### config.mk
export PLATFORM = sky130hd
export DESIGN_NAME = pcwrc_top
export DESIGN_NICKNAME = d
export VERILOG_FILES = /design/src/logic/pcwrc_pkg.sv /design/src/logic/pcwrc_top.sv /design/src/logic/pcwrc_pwm.sv
export SDC_FILE = /design/constraint.sdc
export NUM_CORES = 1
export LEC_CHECK = 0
export ABC_AREA = 0
export BUFFER_PORTS_ARGS = -buffer_cell sky130_fd_sc_hd__buf_2
export CORE_MARGIN = 2
export CORE_UTILIZATION = 43
export CTS_BUF_LIST = sky130_fd_sc_hd__clkbuf_8
export CTS_CLUSTER_DIAMETER = 60
export DETAILED_ROUTE_END_ITERATION = 8
export GPL_TIMING_DRIVEN = 1
export RECOVER_POWER = 100
export SYNTH_ARGS = -nofsm -noshare
export SYNTH_HDL_FRONTEND = slang
export SYNTH_SLANG_ARGS = --single-unit
### constraint.sdc
create_clock -name clk_sys_i -period 6.61 [get_ports clk_sys_i]
set_clock_uncertainty 0.2 [all_clocks]
set_input_delay 1.322 -clock clk_sys_i [delete_from_list [all_inputs] [get_ports clk_sys_i]]
set_output_delay 1.322 -clock clk_sys_i [all_outputs]
set_load 0.02 [all_outputs]
### src/logic/pcwrc_pkg.sv
// Constants and types shared by the PWM, communication window and reseed configuration block.
package pcwrc_pkg;

	// ****************************************************************
	// Timing
	// ****************************************************************
	localparam int unsigned CLK_HZ              = 25_000_000;
	localparam int unsigned CLK_PERIOD_NS       = 40;
	localparam int unsigned PWM_FREQ_HZ         = 1000;
	localparam int unsigned PWM_STEPS           = 256;
	localparam int unsigned PWM_PERIOD_CYCLES   = CLK_HZ / PWM_FREQ_HZ;
	localparam int unsigned TIMEOUT_UNIT_NS     = 320_000;
	localparam int unsigned TIMEOUT_UNIT_CYCLES = TIMEOUT_UNIT_NS / CLK_PERIOD_NS;

	// ****************************************************************
	// Register offsets
	// ****************************************************************
	localparam logic [7:0] OFS_POWER_MODE      = 8'hD2;
	localparam logic [7:0] OFS_PWM_DUTY        = 8'hD8;
	localparam logic [7:0] OFS_WINDOW_TIMEOUT  = 8'hD9;
	localparam logic [7:0] OFS_LINK_SETTINGS   = 8'hDA;
	localparam logic [7:0] OFS_RESEED_ENABLES  = 8'hDB;

	// ****************************************************************
	// Reset values
	// ****************************************************************
	localparam logic [7:0] RST_POWER_MODE      = 8'h03;
	localparam logic [7:0] RST_PWM_DUTY        = 8'h00;
	localparam logic [7:0] RST_WINDOW_TIMEOUT  = 8'h20;
	localparam logic [7:0] RST_LINK_SETTINGS   = 8'h01;
	localparam logic [7:0] RST_RESEED_ENABLES  = 8'h07;

	// ****************************************************************
	// Field positions and masks
	// ****************************************************************
	localparam int unsigned BIT_PWM_ENABLE     = 7;
	localparam int unsigned BIT_STOP_HOLD      = 7;
	localparam int unsigned BIT_LINK_ALWAYS1   = 0;
	localparam int unsigned NUM_CHANNELS       = 3;
	localparam logic [7:0] MASK_LINK_SETTINGS  = 8'h81;
	localparam logic [7:0] MASK_RESEED_ENABLES = 8'h07;

	// ****************************************************************
	// Serial slave
	// ****************************************************************
	// Arbitrary neutral device address.
	localparam logic [6:0] DEV_ADDR_DEFAULT    = 7'h44;
	localparam logic [3:0] BITS_PER_BYTE       = 4'h8;

	typedef enum logic [2:0] {
		PCWRC_IDLE,
		PCWRC_ADDR,
		PCWRC_PTR,
		PCWRC_WR,
		PCWRC_RD
	} pcwrc_state_t;

	typedef struct packed {
		logic                    pwm_en;
		logic [7:0]              duty;
		logic [7:0]              timeout;
		logic                    stop_hold;
		logic [NUM_CHANNELS-1:0] reseed_en;
	} pcwrc_cfg_t;

endpackage : pcwrc_pkg

### src/logic/pcwrc_top.sv
// Configuration registers, serial register slave, window control and reseed gating.
`timescale 1ns/100ps
`default_nettype none

module pcwrc_top #(
	parameter logic [6:0]  DEV_ADDR            = pcwrc_pkg::DEV_ADDR_DEFAULT,
	parameter int unsigned PWM_PERIOD_CYCLES   = pcwrc_pkg::PWM_PERIOD_CYCLES,
	parameter int unsigned TIMEOUT_UNIT_CYCLES = pcwrc_pkg::TIMEOUT_UNIT_CYCLES,
	parameter int unsigned NCH                 = pcwrc_pkg::NUM_CHANNELS
) (
	input  wire logic           clk_sys_i,
	input  wire logic           rst_i,
	input  wire logic           ce_i,
	input  wire logic           scl_i,
	input  wire logic           sda_i,
	output logic                sda_o,
	output logic                sda_oe_o,
	input  wire logic           comm_request_i,
	output logic                comm_window_open_o,
	output logic                pulse_output_pin_o,
	output logic                pulse_output_pin_oe_o,
	output logic                inductive_transmit_pin_en_o,
	output logic                inductive_sense_en_o,
	input  wire logic [NCH-1:0] ui_halt_reseed_i,
	input  wire logic [NCH-1:0] quick_release_reseed_i,
	input  wire logic [NCH-1:0] other_reseed_i,
	output logic      [NCH-1:0] reseed_o
);

	// ****************************************************************
	// Registers
	// ****************************************************************
	logic [7:0] power_mode_r;
	logic [7:0] pwm_duty_value_r;
	logic [7:0] comm_window_timeout_r;
	logic [7:0] serial_link_settings_r;
	logic [7:0] channel_reseed_enables_r;

	pcwrc_pkg::pcwrc_cfg_t cfg;

	assign cfg.pwm_en    = power_mode_r[pcwrc_pkg::BIT_PWM_ENABLE];
	assign cfg.duty      = pwm_duty_value_r;
	assign cfg.timeout   = comm_window_timeout_r;
	assign cfg.stop_hold = serial_link_settings_r[pcwrc_pkg::BIT_STOP_HOLD];
	assign cfg.reseed_en = channel_reseed_enables_r[NCH-1:0];

	// ****************************************************************
	// Bus condition detection
	// ****************************************************************
	logic scl_q_r;
	logic sda_q_r;

	// Every sampled level counts; a one-cycle pulse is a real edge.
	wire logic scl_rise  = scl_i & ~scl_q_r;
	wire logic scl_fall  = ~scl_i & scl_q_r;
	wire logic bus_start = scl_i & scl_q_r & sda_q_r & ~sda_i;
	wire logic bus_stop  = scl_i & scl_q_r & ~sda_q_r & sda_i;

	always_ff @(posedge clk_sys_i) begin
		if (rst_i) begin
			scl_q_r <= 1'b1;
			sda_q_r <= 1'b1;
		end else if (ce_i) begin
			scl_q_r <= scl_i;
			sda_q_r <= sda_i;
		end
	end

	// ****************************************************************
	// Serial register slave
	// ****************************************************************
	pcwrc_pkg::pcwrc_state_t state_r;
	pcwrc_pkg::pcwrc_state_t state_nxt;
	logic [3:0]              bitcnt_r;
	logic [6:0]              shift_r;
	logic [7:0]              ptr_r;
	logic [7:0]              ptr_nxt;
	logic [7:0]              tx_r;
	logic [7:0]              tx_nxt;
	logic                    ack_r;
	logic                    ack_nxt;
	logic                    sda_oe_r;
	logic                    sda_r;
	logic                    wr_en;

	function automatic logic [7:0] reg_read(input logic [7:0] a);
		logic [7:0] d;
		d = 8'h00;
		if (a == pcwrc_pkg::OFS_POWER_MODE) begin
			d = power_mode_r;
		end else if (a == pcwrc_pkg::OFS_PWM_DUTY) begin
			d = pwm_duty_value_r;
		end else if (a == pcwrc_pkg::OFS_WINDOW_TIMEOUT) begin
			d = comm_window_timeout_r;
		end else if (a == pcwrc_pkg::OFS_LINK_SETTINGS) begin
			d = serial_link_settings_r;
		end else if (a == pcwrc_pkg::OFS_RESEED_ENABLES) begin
			d = channel_reseed_enables_r;
		end
		return d;
	endfunction : reg_read

	wire logic [7:0] rx_byte   = {shift_r, sda_i};
	wire logic       byte_done = scl_rise & (bitcnt_r == 4'h7);
	wire logic       ack_bit   = scl_rise & (bitcnt_r == pcwrc_pkg::BITS_PER_BYTE);
	wire logic       addr_hit  = (rx_byte[7:1] == DEV_ADDR);
	wire logic [7:0] ptr_inc   = 8'(ptr_r + 8'h01);
	wire logic       master_rd = (state_r == pcwrc_pkg::PCWRC_RD) & ~ack_r;

	assign wr_en = byte_done & (state_r == pcwrc_pkg::PCWRC_WR);

	always_comb begin
		state_nxt = state_r;
		ptr_nxt   = ptr_r;
		tx_nxt    = tx_r;
		ack_nxt   = ack_r;
		if (byte_done) begin
			ack_nxt = 1'b0;
			case (state_r)
				pcwrc_pkg::PCWRC_ADDR: begin
					ack_nxt   = addr_hit;
					tx_nxt    = reg_read(ptr_r);
					state_nxt = !addr_hit ? pcwrc_pkg::PCWRC_IDLE :
						rx_byte[0] ? pcwrc_pkg::PCWRC_RD : pcwrc_pkg::PCWRC_PTR;
				end
				pcwrc_pkg::PCWRC_PTR: begin
					ack_nxt   = 1'b1;
					ptr_nxt   = rx_byte;
					state_nxt = pcwrc_pkg::PCWRC_WR;
				end
				pcwrc_pkg::PCWRC_WR: begin
					ack_nxt = 1'b1;
					ptr_nxt = ptr_inc;
				end
				default: begin
					ack_nxt = 1'b0;
				end
			endcase
		end else if (ack_bit) begin
			ack_nxt = 1'b0;
			if (master_rd & sda_i) begin
				state_nxt = pcwrc_pkg::PCWRC_IDLE;
			end else if (master_rd) begin
				ptr_nxt = ptr_inc;
				tx_nxt  = reg_read(ptr_inc);
			end
		end else if (scl_fall & (state_r == pcwrc_pkg::PCWRC_RD) &
				(bitcnt_r != pcwrc_pkg::BITS_PER_BYTE)) begin
			tx_nxt = {tx_r[6:0], 1'b0};
		end
	end

	always_ff @(posedge clk_sys_i) begin
		if (rst_i) begin
			state_r  <= pcwrc_pkg::PCWRC_IDLE;
			bitcnt_r <= 4'h0;
			shift_r  <= 7'h00;
			ptr_r    <= 8'h00;
			tx_r     <= 8'h00;
			ack_r    <= 1'b0;
			sda_oe_r <= 1'b0;
			sda_r    <= 1'b0;
		end else if (ce_i) begin
			sda_r <= 1'b0;
			if (bus_start) begin
				state_r  <= pcwrc_pkg::PCWRC_ADDR;
				bitcnt_r <= 4'h0;
				ack_r    <= 1'b0;
				sda_oe_r <= 1'b0;
			end else if (bus_stop) begin
				state_r  <= pcwrc_pkg::PCWRC_IDLE;
				ack_r    <= 1'b0;
				sda_oe_r <= 1'b0;
			end else if (state_r != pcwrc_pkg::PCWRC_IDLE) begin
				state_r <= state_nxt;
				ptr_r   <= ptr_nxt;
				tx_r    <= tx_nxt;
				ack_r   <= ack_nxt;
				if (scl_rise) begin
					shift_r  <= rx_byte[6:0];
					bitcnt_r <= ack_bit ? 4'h0 : 4'(bitcnt_r + 4'h1);
				end
				if (scl_fall) begin
					sda_oe_r <= (bitcnt_r == pcwrc_pkg::BITS_PER_BYTE) ? ack_r :
						(state_r == pcwrc_pkg::PCWRC_RD) & ~tx_r[7];
				end
			end else begin
				sda_oe_r <= 1'b0;
			end
		end
	end

	assign sda_o    = sda_r;
	assign sda_oe_o = sda_oe_r;

	// ****************************************************************
	// Register writes
	// ****************************************************************
	always_ff @(posedge clk_sys_i) begin
		if (rst_i) begin
			power_mode_r             <= pcwrc_pkg::RST_POWER_MODE;
			pwm_duty_value_r         <= pcwrc_pkg::RST_PWM_DUTY;
			comm_window_timeout_r    <= pcwrc_pkg::RST_WINDOW_TIMEOUT;
			serial_link_settings_r   <= pcwrc_pkg::RST_LINK_SETTINGS;
			channel_reseed_enables_r <= pcwrc_pkg::RST_RESEED_ENABLES;
		end else if (ce_i & wr_en) begin
			if (ptr_r == pcwrc_pkg::OFS_POWER_MODE) begin
				power_mode_r <= rx_byte;
			end else if (ptr_r == pcwrc_pkg::OFS_PWM_DUTY) begin
				pwm_duty_value_r <= rx_byte;
			end else if (ptr_r == pcwrc_pkg::OFS_WINDOW_TIMEOUT) begin
				comm_window_timeout_r <= rx_byte;
			end else if (ptr_r == pcwrc_pkg::OFS_LINK_SETTINGS) begin
				// Bit 0 is stored as written; the host keeps it set.
				serial_link_settings_r <= rx_byte & pcwrc_pkg::MASK_LINK_SETTINGS;
			end else if (ptr_r == pcwrc_pkg::OFS_RESEED_ENABLES) begin
				channel_reseed_enables_r <= rx_byte & pcwrc_pkg::MASK_RESEED_ENABLES;
			end
		end
	end

	// ****************************************************************
	// Communication window
	// ****************************************************************
	logic        window_r;
	logic        armed_r;
	logic [31:0] unit_cnt_r;
	logic [7:0]  units_r;

	wire logic unit_tick = (unit_cnt_r == 32'(TIMEOUT_UNIT_CYCLES - 1));
	wire logic expired   = armed_r & (units_r == cfg.timeout);
	wire logic close_now = (bus_stop & ~cfg.stop_hold) | (expired & cfg.stop_hold);

	always_ff @(posedge clk_sys_i) begin
		if (rst_i) begin
			window_r   <= 1'b0;
			armed_r    <= 1'b0;
			unit_cnt_r <= 32'h00000000;
			units_r    <= 8'h00;
		end else if (ce_i) begin
			// A new request wins over a close in the same cycle.
			window_r <= comm_request_i | (window_r & ~close_now);
			if (comm_request_i | bus_stop) begin
				armed_r    <= 1'b1;
				unit_cnt_r <= 32'h00000000;
				units_r    <= 8'h00;
			end else if (bus_start | ~window_r | expired) begin
				armed_r <= 1'b0;
			end else if (armed_r) begin
				unit_cnt_r <= unit_tick ? 32'h00000000 : 32'(unit_cnt_r + 32'h1);
				units_r    <= unit_tick ? 8'(units_r + 8'h01) : units_r;
			end
		end
	end

	assign comm_window_open_o = window_r;

	// ****************************************************************
	// PWM pin and inductive function
	// ****************************************************************
	logic pin_oe_r;
	logic ltx_en_r;
	logic sense_en_r;

	always_ff @(posedge clk_sys_i) begin
		if (rst_i) begin
			pin_oe_r   <= 1'b0;
			ltx_en_r   <= 1'b1;
			sense_en_r <= 1'b1;
		end else if (ce_i) begin
			pin_oe_r   <= cfg.pwm_en;
			ltx_en_r   <= ~cfg.pwm_en;
			sense_en_r <= ~cfg.pwm_en;
		end
	end

	pcwrc_pwm #(
		.PERIOD_CYCLES (PWM_PERIOD_CYCLES)
	) u_pwm (
		.clk_sys_i (clk_sys_i),
		.rst_i     (rst_i),
		.ce_i      (ce_i),
		.en_i      (cfg.pwm_en),
		.duty_i    (cfg.duty),
		.pwm_o     (pulse_output_pin_o)
	);

	assign pulse_output_pin_oe_o       = pin_oe_r;
	assign inductive_transmit_pin_en_o = ltx_en_r;
	assign inductive_sense_en_o        = sense_en_r;

	// ****************************************************************
	// Reseed gating
	// ****************************************************************
	logic [NCH-1:0] reseed_r;

	genvar ch;
	generate
		for (ch = 0; ch < NCH; ch++) begin : g_reseed
			always_ff @(posedge clk_sys_i) begin
				if (rst_i) begin
					reseed_r[ch] <= 1'b0;
				end else if (ce_i) begin
					reseed_r[ch] <= other_reseed_i[ch] | (cfg.reseed_en[ch] &
						(ui_halt_reseed_i[ch] | quick_release_reseed_i[ch]));
				end
			end
		end
	endgenerate

	assign reseed_o = reseed_r;

endmodule : pcwrc_top

`default_nettype wire

### src/logic/pcwrc_pwm.sv
// Fixed-period PWM generator with 256 duty steps and period-aligned duty updates.
`timescale 1ns/100ps
`default_nettype none

module pcwrc_pwm #(
	parameter int unsigned PERIOD_CYCLES = pcwrc_pkg::PWM_PERIOD_CYCLES
) (
	input  wire logic       clk_sys_i,
	input  wire logic       rst_i,
	input  wire logic       ce_i,
	input  wire logic       en_i,
	input  wire logic [7:0] duty_i,
	output logic            pwm_o
);

	localparam logic [23:0] PERIOD_W = 24'(PERIOD_CYCLES);
	localparam logic [23:0] LAST_W   = 24'(PERIOD_CYCLES - 1);
	localparam logic [23:0] STEPS_W  = 24'(pcwrc_pkg::PWM_STEPS);

	logic [23:0] cnt_r;
	logic [7:0]  duty_r;
	logic        pwm_r;

	wire logic        wrap     = (cnt_r == LAST_W);
	wire logic [23:0] phase    = 24'(cnt_r * STEPS_W);
	wire logic [23:0] high_lim = 24'(({16'h0000, duty_r} + 24'h000001) * PERIOD_W);
	wire logic        high_nxt = (phase < high_lim);

	// While enabled, a new duty value is taken only at a period boundary; while disabled it is loaded every cycle.
	always_ff @(posedge clk_sys_i) begin
		if (rst_i) begin
			cnt_r  <= 24'h000000;
			duty_r <= 8'h00;
			pwm_r  <= 1'b0;
		end else if (ce_i) begin
			if (!en_i) begin
				cnt_r  <= 24'h000000;
				duty_r <= duty_i;
				pwm_r  <= 1'b0;
			end else begin
				cnt_r  <= wrap ? 24'h000000 : 24'(cnt_r + 24'h000001);
				duty_r <= wrap ? duty_i : duty_r;
				pwm_r  <= high_nxt;
			end
		end
	end

	assign pwm_o = pwm_r;

endmodule : pcwrc_pwm

`default_nettype wire

==> metrics.yaml <==
sta:
  final-setup-viol-count: 0
  setup_tns_final_ns: 0
  holdWs_ns: 0.280
  finalMaxSlewViolations: 0
  rsz0062_at_grt: "false"
  worstMarginPinSlew_ns: 1.36
  slew-limit-headroom_pct: 9.02
  achievable-frequency_ghz: 0.166
  fin_crit_share_pct: 90.9
  final_period_minus_worst_setup_slack_ns: 6.01
  finalHoldViolCount: 0
final_layout:
  flow.area_growth_from_synthesis_pct: 6.66
  post_route_cells_drive_above_1_share_pct: 6.36
  layout.cells.most_common_list: "sky130_fd_sc_hd__nor2_1, sky130_fd_sc_hd__dfxtp_1, sky130_fd_sc_hd__nand2_1, sky130_fd_sc_hd__inv_1, sky130_fd_sc_hd__ha_1"
  antenna-diode-count: 0
  fill_cells: 2187
  finalNonFillerCells: 1443
  multi_input_comb_area_mm2: 0.00628
  finish.net_count: 1260
  register_area_mm2: 0.00286
  post-route-util_pct: 47.0
  layout.cells.most_common: "sky130_fd_sc_hd__nor2_1"
floorplanning:
  die_height_um: 154
  coreArea_mm2: 0.0220
  floorplan.die_area_mm2: 0.0238
  top_level_ports: 25
  row_count: 54
  floorplan.die.width_um: 154
  initial_utilization_pct: 44.1
synth:
  synth-async-reset-ratio_pct: 0
  dominantRegCellSynth: "sky130_fd_sc_hd__dfxtp_1"
  post_synth_num_cell_types: 83
  syn-cell-area_mm2: 0.00971
  postSynthCellCount: 1154
  synth_edf_count: 0
  synth_sequential_area_ratio_pct: 29.5
  syn_nets: 1264
  postSynthRegisterBits: 143
  yosys_warnings: 0
  synth.avg_cell_area_um2: 8.41
global_route:
  antenna_violations_before_repair: 0
  first_global_vias: 7546
  globalRoute.totalOverflow: 0
  grt_start_max_net_pins: 79
  grt_usage_pct: 19.8
  grt_pass1_wl_um: 38800
drt:
  postRouteWirelength_um: 23100
  detail_route.iter0.violations: 472
  route.detailed.wl_per_inst_um: 16.0
  dr_total_vias: 8027
  drt.antenna.violating_nets: 0
  viasPerCell: 5.56
  remaining_drc_errors: 0
  number_of_optimization_iterations_in_the_first_detailed_route_pass: 5
worst_setup_path:
  cp_slowest_stage_delay_ns: 0.54
  cp_common_cell: "sky130_fd_sc_hd__ha_1"
  endpoint_kind: "register"
  crit_type: "reg -> reg"
  critical_path.reg2reg.startpoint: "u_pwm.duty_r[0]"
  regToRegEndpoint: "u_pwm.pwm_o"
  cp.buffers_inverters: 3
  critical_path.max_fanout: 9
  worstPathCellList: "ha_1 -> nand3_1 -> xor2_1 -> inv_1 -> ha_1 -> ha_1 -> fa_1 -> inv_1 -> fa_1 -> inv_1 -> ha_1 -> o21ai_0 -> o21ai_1 -> a41oi_1 -> o41ai_1 -> a21oi_1 -> xor2_1 -> ha_1 -> a2111oi_0 -> o21a_1 -> o21ai_0 -> a21oi_1"
  critPathLaunchType: "register"
  timing.reg2reg.worst_path_depth: 22
  cpLargestDelayFamily: "adder cells"
  timing.critical_path.depth: 22
  crit_arrival_ns: 6.20
  cp_slowest_cell: "sky130_fd_sc_hd__fa_1"
  critical_path_required_ns: 6.80
  rrSetupSlack_ns: 0.60
clock_tree:
  cts_sinks: 143
  post_cts_hold_buffer_count: 0
  clk-insertion-delay-late_ns: 0.46
  postCtsSetupBuffers: 0
  path_clk_slew_ns: 0.10
  numCtsBuffers: 17
  cts_root_buffer: "sky130_fd_sc_hd__clkbuf_8"
  cts_tree: "done"
  htree_levels: 4
  cts-root-to-sink-buffers: 2
  post_cts_resize_count: 0
power_and_ir_drop:
  total_power_mw: 1.71
  irDropWorstVdd_v: 0.000120
  cellPowerDensity_mw_per_mm2: 165
  power.leakage_nw: 3.89
min_path:
  worst_hold_startpoint: "power_mode_r[2]"
  worstHoldPathCells: 2
  min-delay-path-class: "reg -> reg"
  min_to: "power_mode_r[2]"
placed_design:
  io_buffers: 23
  placed_cells: 1411
  dp_hpwl_um: 17000
  routabilityCongestion: 0.844
run:
  max_cap_viols: 0
run_status:
  run_status: "finished, final reports clean"
power by group:
group	internal, mW	switching [mW]
Combinational	0.0174	0.0464
Sequential	0.865	0.00477
Clock	0.417	0.361
Yosys cell counts (17+ instances only):
cell | instances | share of area, %
sky130_fd_sc_hd__nor2_1 | 145 | 5.6
sky130_fd_sc_hd__dfxtp_1 | 143 | 29
sky130_fd_sc_hd__nand2_1 | 87 | 3.4
sky130_fd_sc_hd__inv_1 | 79 | 3.1
sky130_fd_sc_hd__ha_1 | 78 | 10
sky130_fd_sc_hd__a21oi_1 | 76 | 3.9
sky130_fd_sc_hd__xnor2_1 | 68 | 6.1
sky130_fd_sc_hd__nand3_1 | 50 | 2.6
sky130_fd_sc_hd__o21ai_0 | 39 | 2.0
sky130_fd_sc_hd__clkbuf_1 | 30 | 1.2
sky130_fd_sc_hd__mux2i_1 | 26 | 2.7
sky130_fd_sc_hd__xor2_1 | 25 | 2.3
sky130_fd_sc_hd__nor3_1 | 22 | 1.1
sky130_fd_sc_hd__nand4_1 | 19 | 1.2
sky130_fd_sc_hd__a211oi_1 | 17 | 1.3
sky130_fd_sc_hd__fa_1 | 17 | 3.5
per-layer routing:
layer | vias to the layer above | wire [um] | global-route usage, %
met1 | 3775 | 11500 | 27.6
li1 | 4100 | - | -
met4 | 0 | 197 | 4.37
met5 | - | 0 | 0
met2 | 134 | 10700 | 32.7
met3 | 18 | 588 | 2.77
per-stage QoR:
step / area, um2 / worst slack (ns)
after floorplan: 9710 / 1.02
after global placement: 9970 / 0.680
after detailed placement: 9970 / 0.565
after CTS: 10400 / 0.548
after global routing: 10400 / 0.0606
final: 10400 / 0.600
sequential cells by signal, summed over array words and instances, names as in the netlist, 2 cells and up:
register / count
bitcnt_r: 4
channel_reseed_enables_r: 3
comm_window_timeout_r: 8
power_mode_r: 8
ptr_r: 8
pwm_duty_value_r: 8
reseed_o: 3
serial_link_settings_r: 2
shift_r: 7
state_r: 3
tx_r: 8
u_pwm.cnt_r: 24
u_pwm.duty_r: 8
unit_cnt_r: 32
units_r: 8
how the worst max path moves through the flow:
stage,startpoint,to,slack [ns]
3_3_place_gp,u_pwm.duty_r[0],u_pwm.pwm_o,0.68
3_5_place_dp,u_pwm.duty_r[0],u_pwm.pwm_o,0.57
4_1_cts,u_pwm.duty_r[0],u_pwm.pwm_o,0.55
6_report,u_pwm.duty_r[0],u_pwm.pwm_o,0.60
5_1_grt,u_pwm.duty_r[0],u_pwm.pwm_o,0.06
2_1_floorplan,u_pwm.duty_r[0],u_pwm.pwm_o,1.02
worst min-delay path, cell delays in order, from the launching register on:
cell	delay (ns)
sky130_fd_sc_hd__dfxtp_1	0.33
sky130_fd_sc_hd__nand2_1	0.06
sky130_fd_sc_hd__a21oi_1	0.05
area by class of cell:
type / count / share of cell area (%)
clock inverter: 15 / 2.02
sequential: 143 / 27.6
inverter: 80 / 2.90
tap: 280 / 3.38
timing repair buffer: 27 / 1.18
multi-input combinational: 881 / 60.6
clock buffer: 17 / 2.26
cell families after synthesis:
logic type	count (synthesis)	synth area share (%)
xor+xnor	93	8.39
mux	26	2.68
flops	143	29.5
buf+inv	130	5.55
other cells	1	0.0386
fa+ha+maj	95	13.6
simple gates	420	21.7
compound gates	246	18.6
No activity file was read; power rests on OpenSTA's default activity.
